File: src/rpbc_pkg.sv
/*
 Package for the per-port back-channel register bank: offsets, field positions,
 reset values and rate codes. Assumes a single 50 MHz clock domain.
*/
// Notes on behaviour
// [RL1] Each receive port has its own register copy, chosen by port-select.
// [RL2] Bit 7 set forwards every I2C transaction to the remote serializer.
// [RL3] Bit 6 set forwards a transaction only when its address decode matches.
// [RL4] Bit 5 set acknowledges every I2C write locally, ignoring lock and remote ack.
// [RL5] Force-on bit 4, default one, keeps the back channel enabled.
// [RL6] With force-on clear, back channel enabled only while a pass-through bit is set.
// [RL7] Force-on bit writable only from the local I2C controller, not the link.
// [RL8] Bit 3, default one, enables the back-channel check generator.
// [RL9] Rate field reset value comes from straps sampled at power-down release.
// [RL10] Rate codes: 000 2.5, 010 10, 101 25, 110 50 Mbps; others reserved.
// [RL11] A rate change may briefly cause back-channel errors; both sides tolerate it.
// [RL12] Remote side should enter auto-acknowledge before a link-side rate change.
package rpbc_pkg;
	localparam logic [7:0] RPBC_OFS_PORT_SEL = 8'h4C;
	localparam logic [7:0] RPBC_OFS_ERR_TALLY = 8'h57;
	localparam logic [7:0] RPBC_OFS_SETUP = 8'h58;
	localparam int RPBC_BIT_PASS_ALL = 7;
	localparam int RPBC_BIT_PASS_MATCH = 6;
	localparam int RPBC_BIT_AUTO_ACK = 5;
	localparam int RPBC_BIT_FORCE_ON = 4;
	localparam int RPBC_BIT_CHECK_GEN = 3;
	localparam int RPBC_RATE_MSB = 2;
	localparam logic [4:0] RPBC_SETUP_UPPER_RST = 5'h03;
	localparam logic [7:0] RPBC_TALLY_RST = 8'h00;
	localparam logic [2:0] RPBC_RATE_2M5 = 3'h0;
	localparam logic [2:0] RPBC_RATE_10M = 3'h2;
	localparam logic [2:0] RPBC_RATE_25M = 3'h5;
	localparam logic [2:0] RPBC_RATE_50M = 3'h6;
	localparam logic [7:0] RPBC_ZERO8 = 8'h00;
	typedef enum logic [2:0] {
		RPBC_SPD_2M5,
		RPBC_SPD_10M,
		RPBC_SPD_25M,
		RPBC_SPD_50M,
		RPBC_SPD_RSVD
	} rpbc_speed_t;
endpackage

File: src/rpbc_bank.sv
/*
 Per-port back-channel configuration bank with port-select steering.
 Assumes a byte register access port from the local I2C slave and one
 from the link-side control channel; strap and power-down pins are async.
*/
`timescale 1ns/100ps
module rpbc_bank
	import rpbc_pkg::*;
#(
	parameter int NUM_PORTS = 2
)
(
	// Clock and reset
	input wire logic clk_sys,
	input wire logic srst,
	// Pins
	input wire logic powerdown_release_pin,
	input wire logic [2:0] rateStrapPins,
	// Register access port
	input wire logic regWrEn,
	input wire logic regRdEn,
	input wire logic regFromLink,
	input wire logic [7:0] regAddr,
	input wire logic [7:0] regWrData,
	output logic [7:0] regRdData,
	output logic regHit,
	// Self-test error events per port
	input wire logic [NUM_PORTS-1:0] selfTestErr,
	input wire logic [NUM_PORTS-1:0] selfTestStart,
	// I2C transaction forwarding
	input wire logic i2cAddrMatch,
	input wire logic i2cIsWrite,
	input wire logic fwdLock,
	input wire logic remoteAck,
	// Per-port back-channel controls
	output logic [NUM_PORTS-1:0] fwdI2c,
	output logic [NUM_PORTS-1:0] localAck,
	output logic [NUM_PORTS-1:0] back_channel_en,
	output logic [NUM_PORTS-1:0] back_channel_check_gen_en,
	output logic [3*NUM_PORTS-1:0] back_channel_rate_sel,
	output logic [3*NUM_PORTS-1:0] rateSpeedCode,
	output logic [NUM_PORTS-1:0] rateReserved
);
	logic [1:0] pdbSync_ff;
	logic pdbLast_ff;
	logic [2:0] strapMeta_ff;
	logic [2:0] strapSync_ff;
	logic strapLoad;
	logic [7:0] portSel_ff;
	logic [7:0] rdData_ff;
	logic [NUM_PORTS-1:0] portOn;
	logic [7:0] setupQ [NUM_PORTS];
	logic [7:0] tallyQ [NUM_PORTS];
	// Port 0 owns the bank after reset
	localparam logic [7:0] PORT_SEL_RST = 8'h01;

	// --------------------------------------------------------------------
	// Pin synchronisers and strap capture
	// --------------------------------------------------------------------
	always_ff @(posedge clk_sys)
	begin
		if (srst)
		begin
			pdbSync_ff <= 2'h0;
			pdbLast_ff <= 1'b0;
			strapMeta_ff <= 3'h0;
			strapSync_ff <= 3'h0;
		end
		else
		begin
			pdbSync_ff <= {pdbSync_ff[0], powerdown_release_pin};
			pdbLast_ff <= pdbSync_ff[1];
			strapMeta_ff <= rateStrapPins;
			strapSync_ff <= strapMeta_ff;
		end
	end

	// Rising edge of the release pin loads the strap rate
	assign strapLoad = pdbSync_ff[1] && !pdbLast_ff; // [RL9]

	// --------------------------------------------------------------------
	// Port select, one bit per port
	// --------------------------------------------------------------------
	always_ff @(posedge clk_sys)
	begin
		if (srst)
			portSel_ff <= PORT_SEL_RST;
		else if (regWrEn && regAddr == RPBC_OFS_PORT_SEL)
			portSel_ff <= regWrData;
	end

	// --------------------------------------------------------------------
	// Per-port copies and back-channel controls
	// --------------------------------------------------------------------
	genvar gp;
	generate
		for (gp = 0; gp < NUM_PORTS; gp++)
		begin : g_port
			logic sel;
			logic [2:0] rate;
			assign sel = portSel_ff[gp]; // [RL1]
			assign rate = setupQ[gp][RPBC_RATE_MSB:0];

			rpbc_port_regs u_regs (
				.clk_sys(clk_sys),
				.srst(srst),
				.strapLoad(strapLoad),
				.strapRate(strapSync_ff),
				.wrSetup(regWrEn && sel && regAddr == RPBC_OFS_SETUP), // [RL1]
				.wrFromLocal(!regFromLink),
				.wrData(regWrData),
				.tallyClear(selfTestStart[gp]),
				.tallyInc(selfTestErr[gp]),
				.setupQ(setupQ[gp]),
				.tallyQ(tallyQ[gp])
			);

			// Either pass-through mode keeps forwarding possible
			assign fwdI2c[gp] = setupQ[gp][RPBC_BIT_PASS_ALL] // [RL2]
				|| (setupQ[gp][RPBC_BIT_PASS_MATCH] && i2cAddrMatch); // [RL3]
			// Auto-ack ignores lock and remote ack on writes
			assign localAck[gp] = i2cIsWrite && (setupQ[gp][RPBC_BIT_AUTO_ACK] // [RL4]
				|| (fwdLock && remoteAck));
			assign portOn[gp] = setupQ[gp][RPBC_BIT_FORCE_ON] // [RL5]
				|| setupQ[gp][RPBC_BIT_PASS_ALL]
				|| setupQ[gp][RPBC_BIT_PASS_MATCH]; // [RL6]
			assign back_channel_en[gp] = portOn[gp];
			assign back_channel_check_gen_en[gp] = setupQ[gp][RPBC_BIT_CHECK_GEN]; // [RL8]
			// Rate applies at once; link may see brief errors on change
			assign back_channel_rate_sel[3*gp +: 3] = rate; // [RL11]

			always_comb
			begin
				rateReserved[gp] = 1'b0;
				case (rate) // [RL10]
					RPBC_RATE_2M5: rateSpeedCode[3*gp +: 3] = RPBC_SPD_2M5;
					RPBC_RATE_10M: rateSpeedCode[3*gp +: 3] = RPBC_SPD_10M;
					RPBC_RATE_25M: rateSpeedCode[3*gp +: 3] = RPBC_SPD_25M;
					RPBC_RATE_50M: rateSpeedCode[3*gp +: 3] = RPBC_SPD_50M;
					default:
					begin
						rateSpeedCode[3*gp +: 3] = RPBC_SPD_RSVD;
						rateReserved[gp] = 1'b1;
					end
				endcase
			end
		end
	endgenerate

	// --------------------------------------------------------------------
	// Read path: lowest selected port answers when several are selected
	// --------------------------------------------------------------------
	always_ff @(posedge clk_sys)
	begin
		if (srst)
			rdData_ff <= RPBC_ZERO8;
		else if (regRdEn)
		begin
			rdData_ff <= RPBC_ZERO8;
			if (regAddr == RPBC_OFS_PORT_SEL)
				rdData_ff <= portSel_ff;
			else if (regAddr == RPBC_OFS_ERR_TALLY || regAddr == RPBC_OFS_SETUP)
			begin
				for (int i = NUM_PORTS - 1; i >= 0; i--)
				begin
					if (portSel_ff[i]) // [RL1]
						rdData_ff <= (regAddr == RPBC_OFS_SETUP) ? setupQ[i] : tallyQ[i];
				end
			end
		end
	end

	assign regRdData = rdData_ff;
	assign regHit = regAddr == RPBC_OFS_PORT_SEL || regAddr == RPBC_OFS_ERR_TALLY
		|| regAddr == RPBC_OFS_SETUP;
endmodule

File: src/rpbc_port_regs.sv
/*
 One receive port's copy of the error tally and back-channel setup register.
 Assumes writes already qualified by port selection and sampled straps.
*/
`timescale 1ns/100ps
module rpbc_port_regs
	import rpbc_pkg::*;
(
	// Clock and reset
	input wire logic clk_sys,
	input wire logic srst,
	// Strap load
	input wire logic strapLoad,
	input wire logic [2:0] strapRate,
	// Register writes
	input wire logic wrSetup,
	input wire logic wrFromLocal,
	input wire logic [7:0] wrData,
	// Self-test error events
	input wire logic tallyClear,
	input wire logic tallyInc,
	// Register contents
	output logic [7:0] setupQ,
	output logic [7:0] tallyQ
);
	logic [7:0] setup_ff;
	logic [7:0] tally_ff;
	logic [7:0] nxt_setup;
	// Saturate rather than wrap so a long run never reads as clean
	localparam logic [7:0] TALLY_MAX = 8'hFF;

	// --------------------------------------------------------------------
	// Setup register
	// --------------------------------------------------------------------
	always_comb
	begin
		nxt_setup = setup_ff;
		if (wrSetup)
		begin
			nxt_setup = wrData;
			if (!wrFromLocal)
				nxt_setup[RPBC_BIT_FORCE_ON] = setup_ff[RPBC_BIT_FORCE_ON]; // [RL7]
		end
		if (strapLoad)
			nxt_setup[RPBC_RATE_MSB:0] = strapRate; // [RL9]
	end

	always_ff @(posedge clk_sys)
	begin
		if (srst)
			setup_ff <= {RPBC_SETUP_UPPER_RST, RPBC_RATE_2M5}; // [RL5] [RL8]
		else
			setup_ff <= nxt_setup;
	end

	// --------------------------------------------------------------------
	// Error tally, saturating
	// --------------------------------------------------------------------
	always_ff @(posedge clk_sys)
	begin
		if (srst || tallyClear)
			tally_ff <= RPBC_TALLY_RST;
		else if (tallyInc && tally_ff != TALLY_MAX)
			tally_ff <= tally_ff + 8'h01;
	end

	assign setupQ = setup_ff;
	assign tallyQ = tally_ff;
endmodule

File: config.mk
export PLATFORM = sky130hd
export DESIGN_NAME = rpbc_bank
export DESIGN_NICKNAME = d
export VERILOG_FILES = /design/src/rpbc_pkg.sv /design/src/rpbc_bank.sv /design/src/rpbc_port_regs.sv
export SDC_FILE = /design/constraint.sdc
export NUM_CORES = 1
export LEC_CHECK = 0
export BUFFER_PORTS_ARGS = -buffer_cell sky130_fd_sc_hd__buf_2
export CAP_MARGIN = 40
export CORE_MARGIN = 2
export CORE_UTILIZATION = 58
export DETAILED_ROUTE_END_ITERATION = 8
export PLACE_DENSITY = 0.84
export SYNTH_ARGS = -nofsm -noshare
export SYNTH_HDL_FRONTEND = slang
export SYNTH_SLANG_ARGS = --single-unit
File: constraint.sdc
create_clock -name clk_sys -period 5.1 [get_ports clk_sys]
set_input_delay 1.02 -clock clk_sys [delete_from_list [all_inputs] [get_ports clk_sys]]
set_output_delay 1.02 -clock clk_sys [all_outputs]
set_load 0.01 [all_outputs]
Word level (Yosys, flattened, before mapping):

Cells that the tools add are included.

* bits in registers: 57
* bits of input ports: 33
* output and inout port bits: 31
* word-level logic and storage cells: 77

* $add $sub $neg: 2
* equal/unequal tests: 11
* muxes and demuxes: 14
* bitwise operators: 1
* reductions and logical operators: 35

Operators by type and width (count)
* 2-to-1 mux 8 bit: 6
* equality test 8 x 7 -> 1 bit (second input constant): 3
* case mux 3 bit (4 select lines): 2
* adder 8 x 1 -> 8 bit (second input constant): 2
* inequality test 8 bit (second input constant): 2
* logical AND 1 bit: 13
* logical OR 1 bit: 13
* equality test 3 bit (second input constant): 4
* 2-to-1 mux 3 bit: 4
* OR reduction 4 bit: 2
* equality test 3 x 2 -> 1 bit (second input constant): 2
* logical NOT 3 bit: 2
* AND reduction 2 bit: 2
* nonzero test 2 bit: 2
* 2-to-1 mux 1 bit: 2
* logical NOT 1 bit: 1
* NOT 1 bit: 1

Depth between registers and ports, before layout:

* depth in word-level cells: 6
* depth in mapped cells: 5
* gate-level depth less buffers: 5

Cells and area by module:

A second synthesis with hierarchy kept.

* cell total of the unflattened synthesis: 303
* area total of the unflattened synthesis: 2959.1 um^2

By module, submodules not included
* rpbc_bank: instances 1, cells an instance 155, area an instance 1480.2 um^2, seq. area each 500.5 um^2
* rpbc_port_regs: instances 2, cells an instance 74, area an instance 739.5 um^2, seq. area each 320.3 um^2

Least setup slack after synthesis:

No wires, ideal clock.

* path type: input -> output
* from: input regAddr[1]
* to: output regHit
* data arrival time: 2077 ps
* data required time: 4080 ps
* slack: 2003 ps
* cell stages on the path: 5
* buffers on the path: 1
* cell sequence: or4b_4 -> buf_6 -> nand2_1 -> a22oi_1 -> nor2b_1

* longest elaborated chain between the ends: 3
* elaborated cells between the ends (all ways): 5
* those cells by class: eq/ne (3); reduce/logical (2)

Ends and longest elaborated chain
* start: declaration: RTL line rpbc_bank.sv:23 `input wire logic [7:0] regAddr,`
* equality test 8 x 7 -> 1 bit: RTL line rpbc_bank.sv:174 `assign regHit = regAddr == RPBC_OFS_PORT_SEL || regAddr == RPBC_OFS_ERR_TALLY`
* logical OR 1 bit: RTL line rpbc_bank.sv:174
* logical OR 1 bit *: RTL line rpbc_bank.sv:175 `|| regAddr == RPBC_OFS_SETUP;`
* end: declaration: RTL line rpbc_bank.sv:26 `output logic regHit,`

Every way passes the cells marked *; elsewhere a longest branch is shown, timed or not.

Final worst setup path:

Ends and elaborated chain as after synthesis.

==> impl_results.md <==
- Outcome: complete, no violations
- Hold Crit Endpoint: strapSync_ff[0]
- Critical path buffers and inverters: 2
- FF+latch count, synth: 57
- Design area: around 3400 sq um
- Setup slack, reg-to-reg: 3.32 ns
- Clk_lat worst skew: 0.34 ns
- Setup TNS: 0 ns
- Multi-input gate area: 1630 sq um
- EDFF count, synth: 0
- Rows: 25
- Vias in the first global route: 2382
- Yosys top cell area share: 39.1%
- Filler Cell Count: 398
- Cts-stage hold buffer count: 0
- Top-count cell post-synth: dfxtp_1
- Critical Path RT: 4.08 ns
- Hold Path Class: reg -> reg
- Slew headroom: 50.4%
- Die area: 5620 sq um
- Cts repair resizes: 0
- I/O Pins: 64
- CTS Sinks: 57
- Seq/Total Area, Yosys: about two fifths
- Hold path startpoint: strapMeta_ff[0]
- GRT Overall Usage: about a quarter
- Worst hold slack: around 0.44 ns
- WHS Path Cells: 1
- N_diodes: 0
- Fmax: 302 MHz
- Synth top cells by count: dfxtp_1 (57), mux2i_1 (30), nand2_1 (25), nor2_1 (25), a21oi_1 (21)
- Crit end category: output pin
- Worst-path cell chain: buf_2 -> or4b_4 -> nand2_1 -> a22oi_1 -> nor2b_1 -> buf_2
- Setup violations, final: 0
- GRT overflow: 0
- Drt wl/cell: around 15 um
- Syn Std Cell Area: just under 3000 sq um
- Die Wd: between 70 and 80 um
- Cell mode on critical path: buf_2
- Period minus WS final: 3.31 ns
- First-pass DRT Iterations: 4
- Slowest CP cell: or4b_4
- Synth Instances: about 320
- Post-CTS Setup Repair Bufs: 0
- RSZ-0062 raised after global routing: false
- Max cap viols: 0
- Core ar.: 4790 sq um
- Clock transition at path regs: 0.06 ns
- CTS Buffer Depth: 2
- Period utilization: between 60% and 70%
- Kind of critical path: in -> out
- Peak supply drop: ~290 uV
- CTS H-tree depth: 3
- Final WL: 6.75 mm
- Antenna violations before repair: 0
- Post-route DRC: 0
- R2R depth: 5
- CP delay by family, top: simple AND/OR/NAND/NOR gates
- CTS Buf Count: 9
- Reg2reg start: g_port[0].u_regs.tallyQ[0]
- Clk root buf: clkbuf_8
- Syn nets: 354
- Area after DPL: 3180 sq um
- Crit path max fanout: 12
- Gpl congestion: about 0.87
- Share of layout cells above drive strength 1: 23.4%
- Synth area leaders: dfxtp_1 (39%), mux2i_1 (10%), a21oi_1 (3.6%)
- Power density over cell area: ~310 nW/um^2
- Least-Margin Pin Slew: 0.743 ns
- Async S/R FF share, synth: 0%
- Cell taking the most area after synthesis: dfxtp_1
- YS warnings: 0
- Largest net degree at the start of global routing: 44
- Max Slew Vio Count: 0
- Leak: 1.55 nW
- Starting density of the core: between 60% and 70%
- Worst r2r dst: g_port[0].u_regs.tallyQ[1]
- IO buf count: 63
- Critical path's largest stage delay: 0.67 ns
- Nets: 406
- Worst EP arrival: 2.29 ns
- CTS tree: yes
- Initial DRC count: 137
- Worst Setup Start Kind: input pin
- Antenna-violating nets left: 0
- Final Hold Vio Count: 0
- Area Growth Syn to Fin: 17.6%
- Synth Flop Type: dfxtp_1
- Die Y: 75.0 um
- PnR Total Power: 0.00106 W
- Avg Cell Area, Syn: 9.16 sq um
- Hpwl dp: 4.97 mm
- Netlist cell types: 49
- First-pass GRT wire length: 11.1 mm
- Final Skew: 0.00758 ns
- Vias: 2573
- FF/Latch Area: between 1000 and 1500 sq um
- Via density: 5.81
==> power breakdown <==
part           internal (W)   total, W  switching (W)
registers          0.000452   0.000460     0.00000726
clock network      0.000352   0.000534       0.000182
logic             0.0000293  0.0000686      0.0000393
total              0.000834    0.00106       0.000228
==> per-layer routing <==
layer	vias to the layer above	share of wire, %	GRT usage (%)
li1	1259	-	-
met1	1217	44	33.1
met2	77	49	41.7
met3	20	5.0	7.63
met4	0	2.5	12.9
met5	-	0	0
==> cell type report <==
| cell class | count | share of cell area (%) |
|---|---|---|
| Multi-Input combinational cell | 236 | 47.4 |
| Inverter | 4 | 0.437 |
| Timing Repair Buffer | 63 | 9.17 |
| Clock inverter | 4 | 2.88 |
| Tap cell | 67 | 2.44 |
| Clock buffer | 12 | 4.51 |
| Sequential cell | 57 | 33.2 |
==> worst register-to-register path, cell delays in order, from the launching register on <==
cell	delay [ns]
dfxtp_1	0.41
ha_1	0.22
nand2_1	0.10
o31ai_1	0.60
mux2i_1	0.27
nor2_1	0.07
==> worst max path at each step <==
stage               startpoint     end  slack, ns  depth (start not counted)
floorplan           regAddr[1]  regHit       2.00                          5
global placement    regAddr[1]  regHit       1.81                          6
detailed placement  regAddr[1]  regHit       1.80                          6
CTS                 regAddr[1]  regHit       1.79                          6
global route        regAddr[3]  regHit       1.71                          6
finish              regAddr[1]  regHit       1.79                          6
==> state kept, by name, summed over array words and instances, names as in the netlist <==
| register | flops |
|---|---|
| g_port.u_regs.setupQ | 16 |
| g_port.u_regs.tallyQ | 16 |
| portSel_ff | 8 |
| regRdData | 8 |
| strapMeta_ff | 3 |
| strapSync_ff | 3 |
| pdbSync_ff | 2 |
| pdbLast_ff | 1 |
==> cells by family after synthesis <==
kind of cell	synth area share, %
XOR/XNOR	3.00
AO/OA/AOI/OAI	15.9
AND/OR/NAND/NOR	25.7
multiplexers	10.3
buffers and inverters	5.22
adder cells (fa/ha/maj)	0.856
flip-flops	39.1
==> layout by cell type, fill, tap and decap left out, types with 2 or more instances in the layout <==
cell type | Yosys | final
a211o_1 | 3 | 3
a21o_1 | 9 | 9
a21oi_1 | 21 | 21
a311oi_1 | 2 | 2
a31oi_1 | 2 | 2
and2_1 | 8 | 8
and3_1 | 4 | 4
and4_1 | 2 | 2
buf_2 | 2 | 63
bufinv_16 | 0 | 3
clkbuf_8 | 0 | 11
dfxtp_1 | 57 | 57
ha_1 | 2 | 2
inv_1 | 4 | 4
mux2i_1 | 30 | 30
nand2_1 | 25 | 25
nand2b_1 | 3 | 3
nand3_1 | 11 | 11
nand4_1 | 11 | 11
nand4_2 | 2 | 2
nor2_1 | 25 | 25
nor2b_1 | 16 | 16
nor3_1 | 3 | 3
nor4b_4 | 2 | 2
o21a_1 | 4 | 4
o21ai_0 | 6 | 6
o21bai_1 | 3 | 3
o221ai_1 | 7 | 7
o31ai_1 | 3 | 3
or2_2 | 2 | 2
or3_1 | 6 | 6
xnor2_1 | 6 | 6
xor2_1 | 4 | 4
==> metrics by stage <==
step	setup WS [ns]	util, %	std cells
floorplan	2.00	-	319
finish	1.79	71.8	443
global route	1.71	71.8	443
CTS	1.79	71.8	443
detailed placement	1.80	66.5	427
global placement	1.81	66.5	427
No activity file was read; power rests on OpenSTA's default activity.
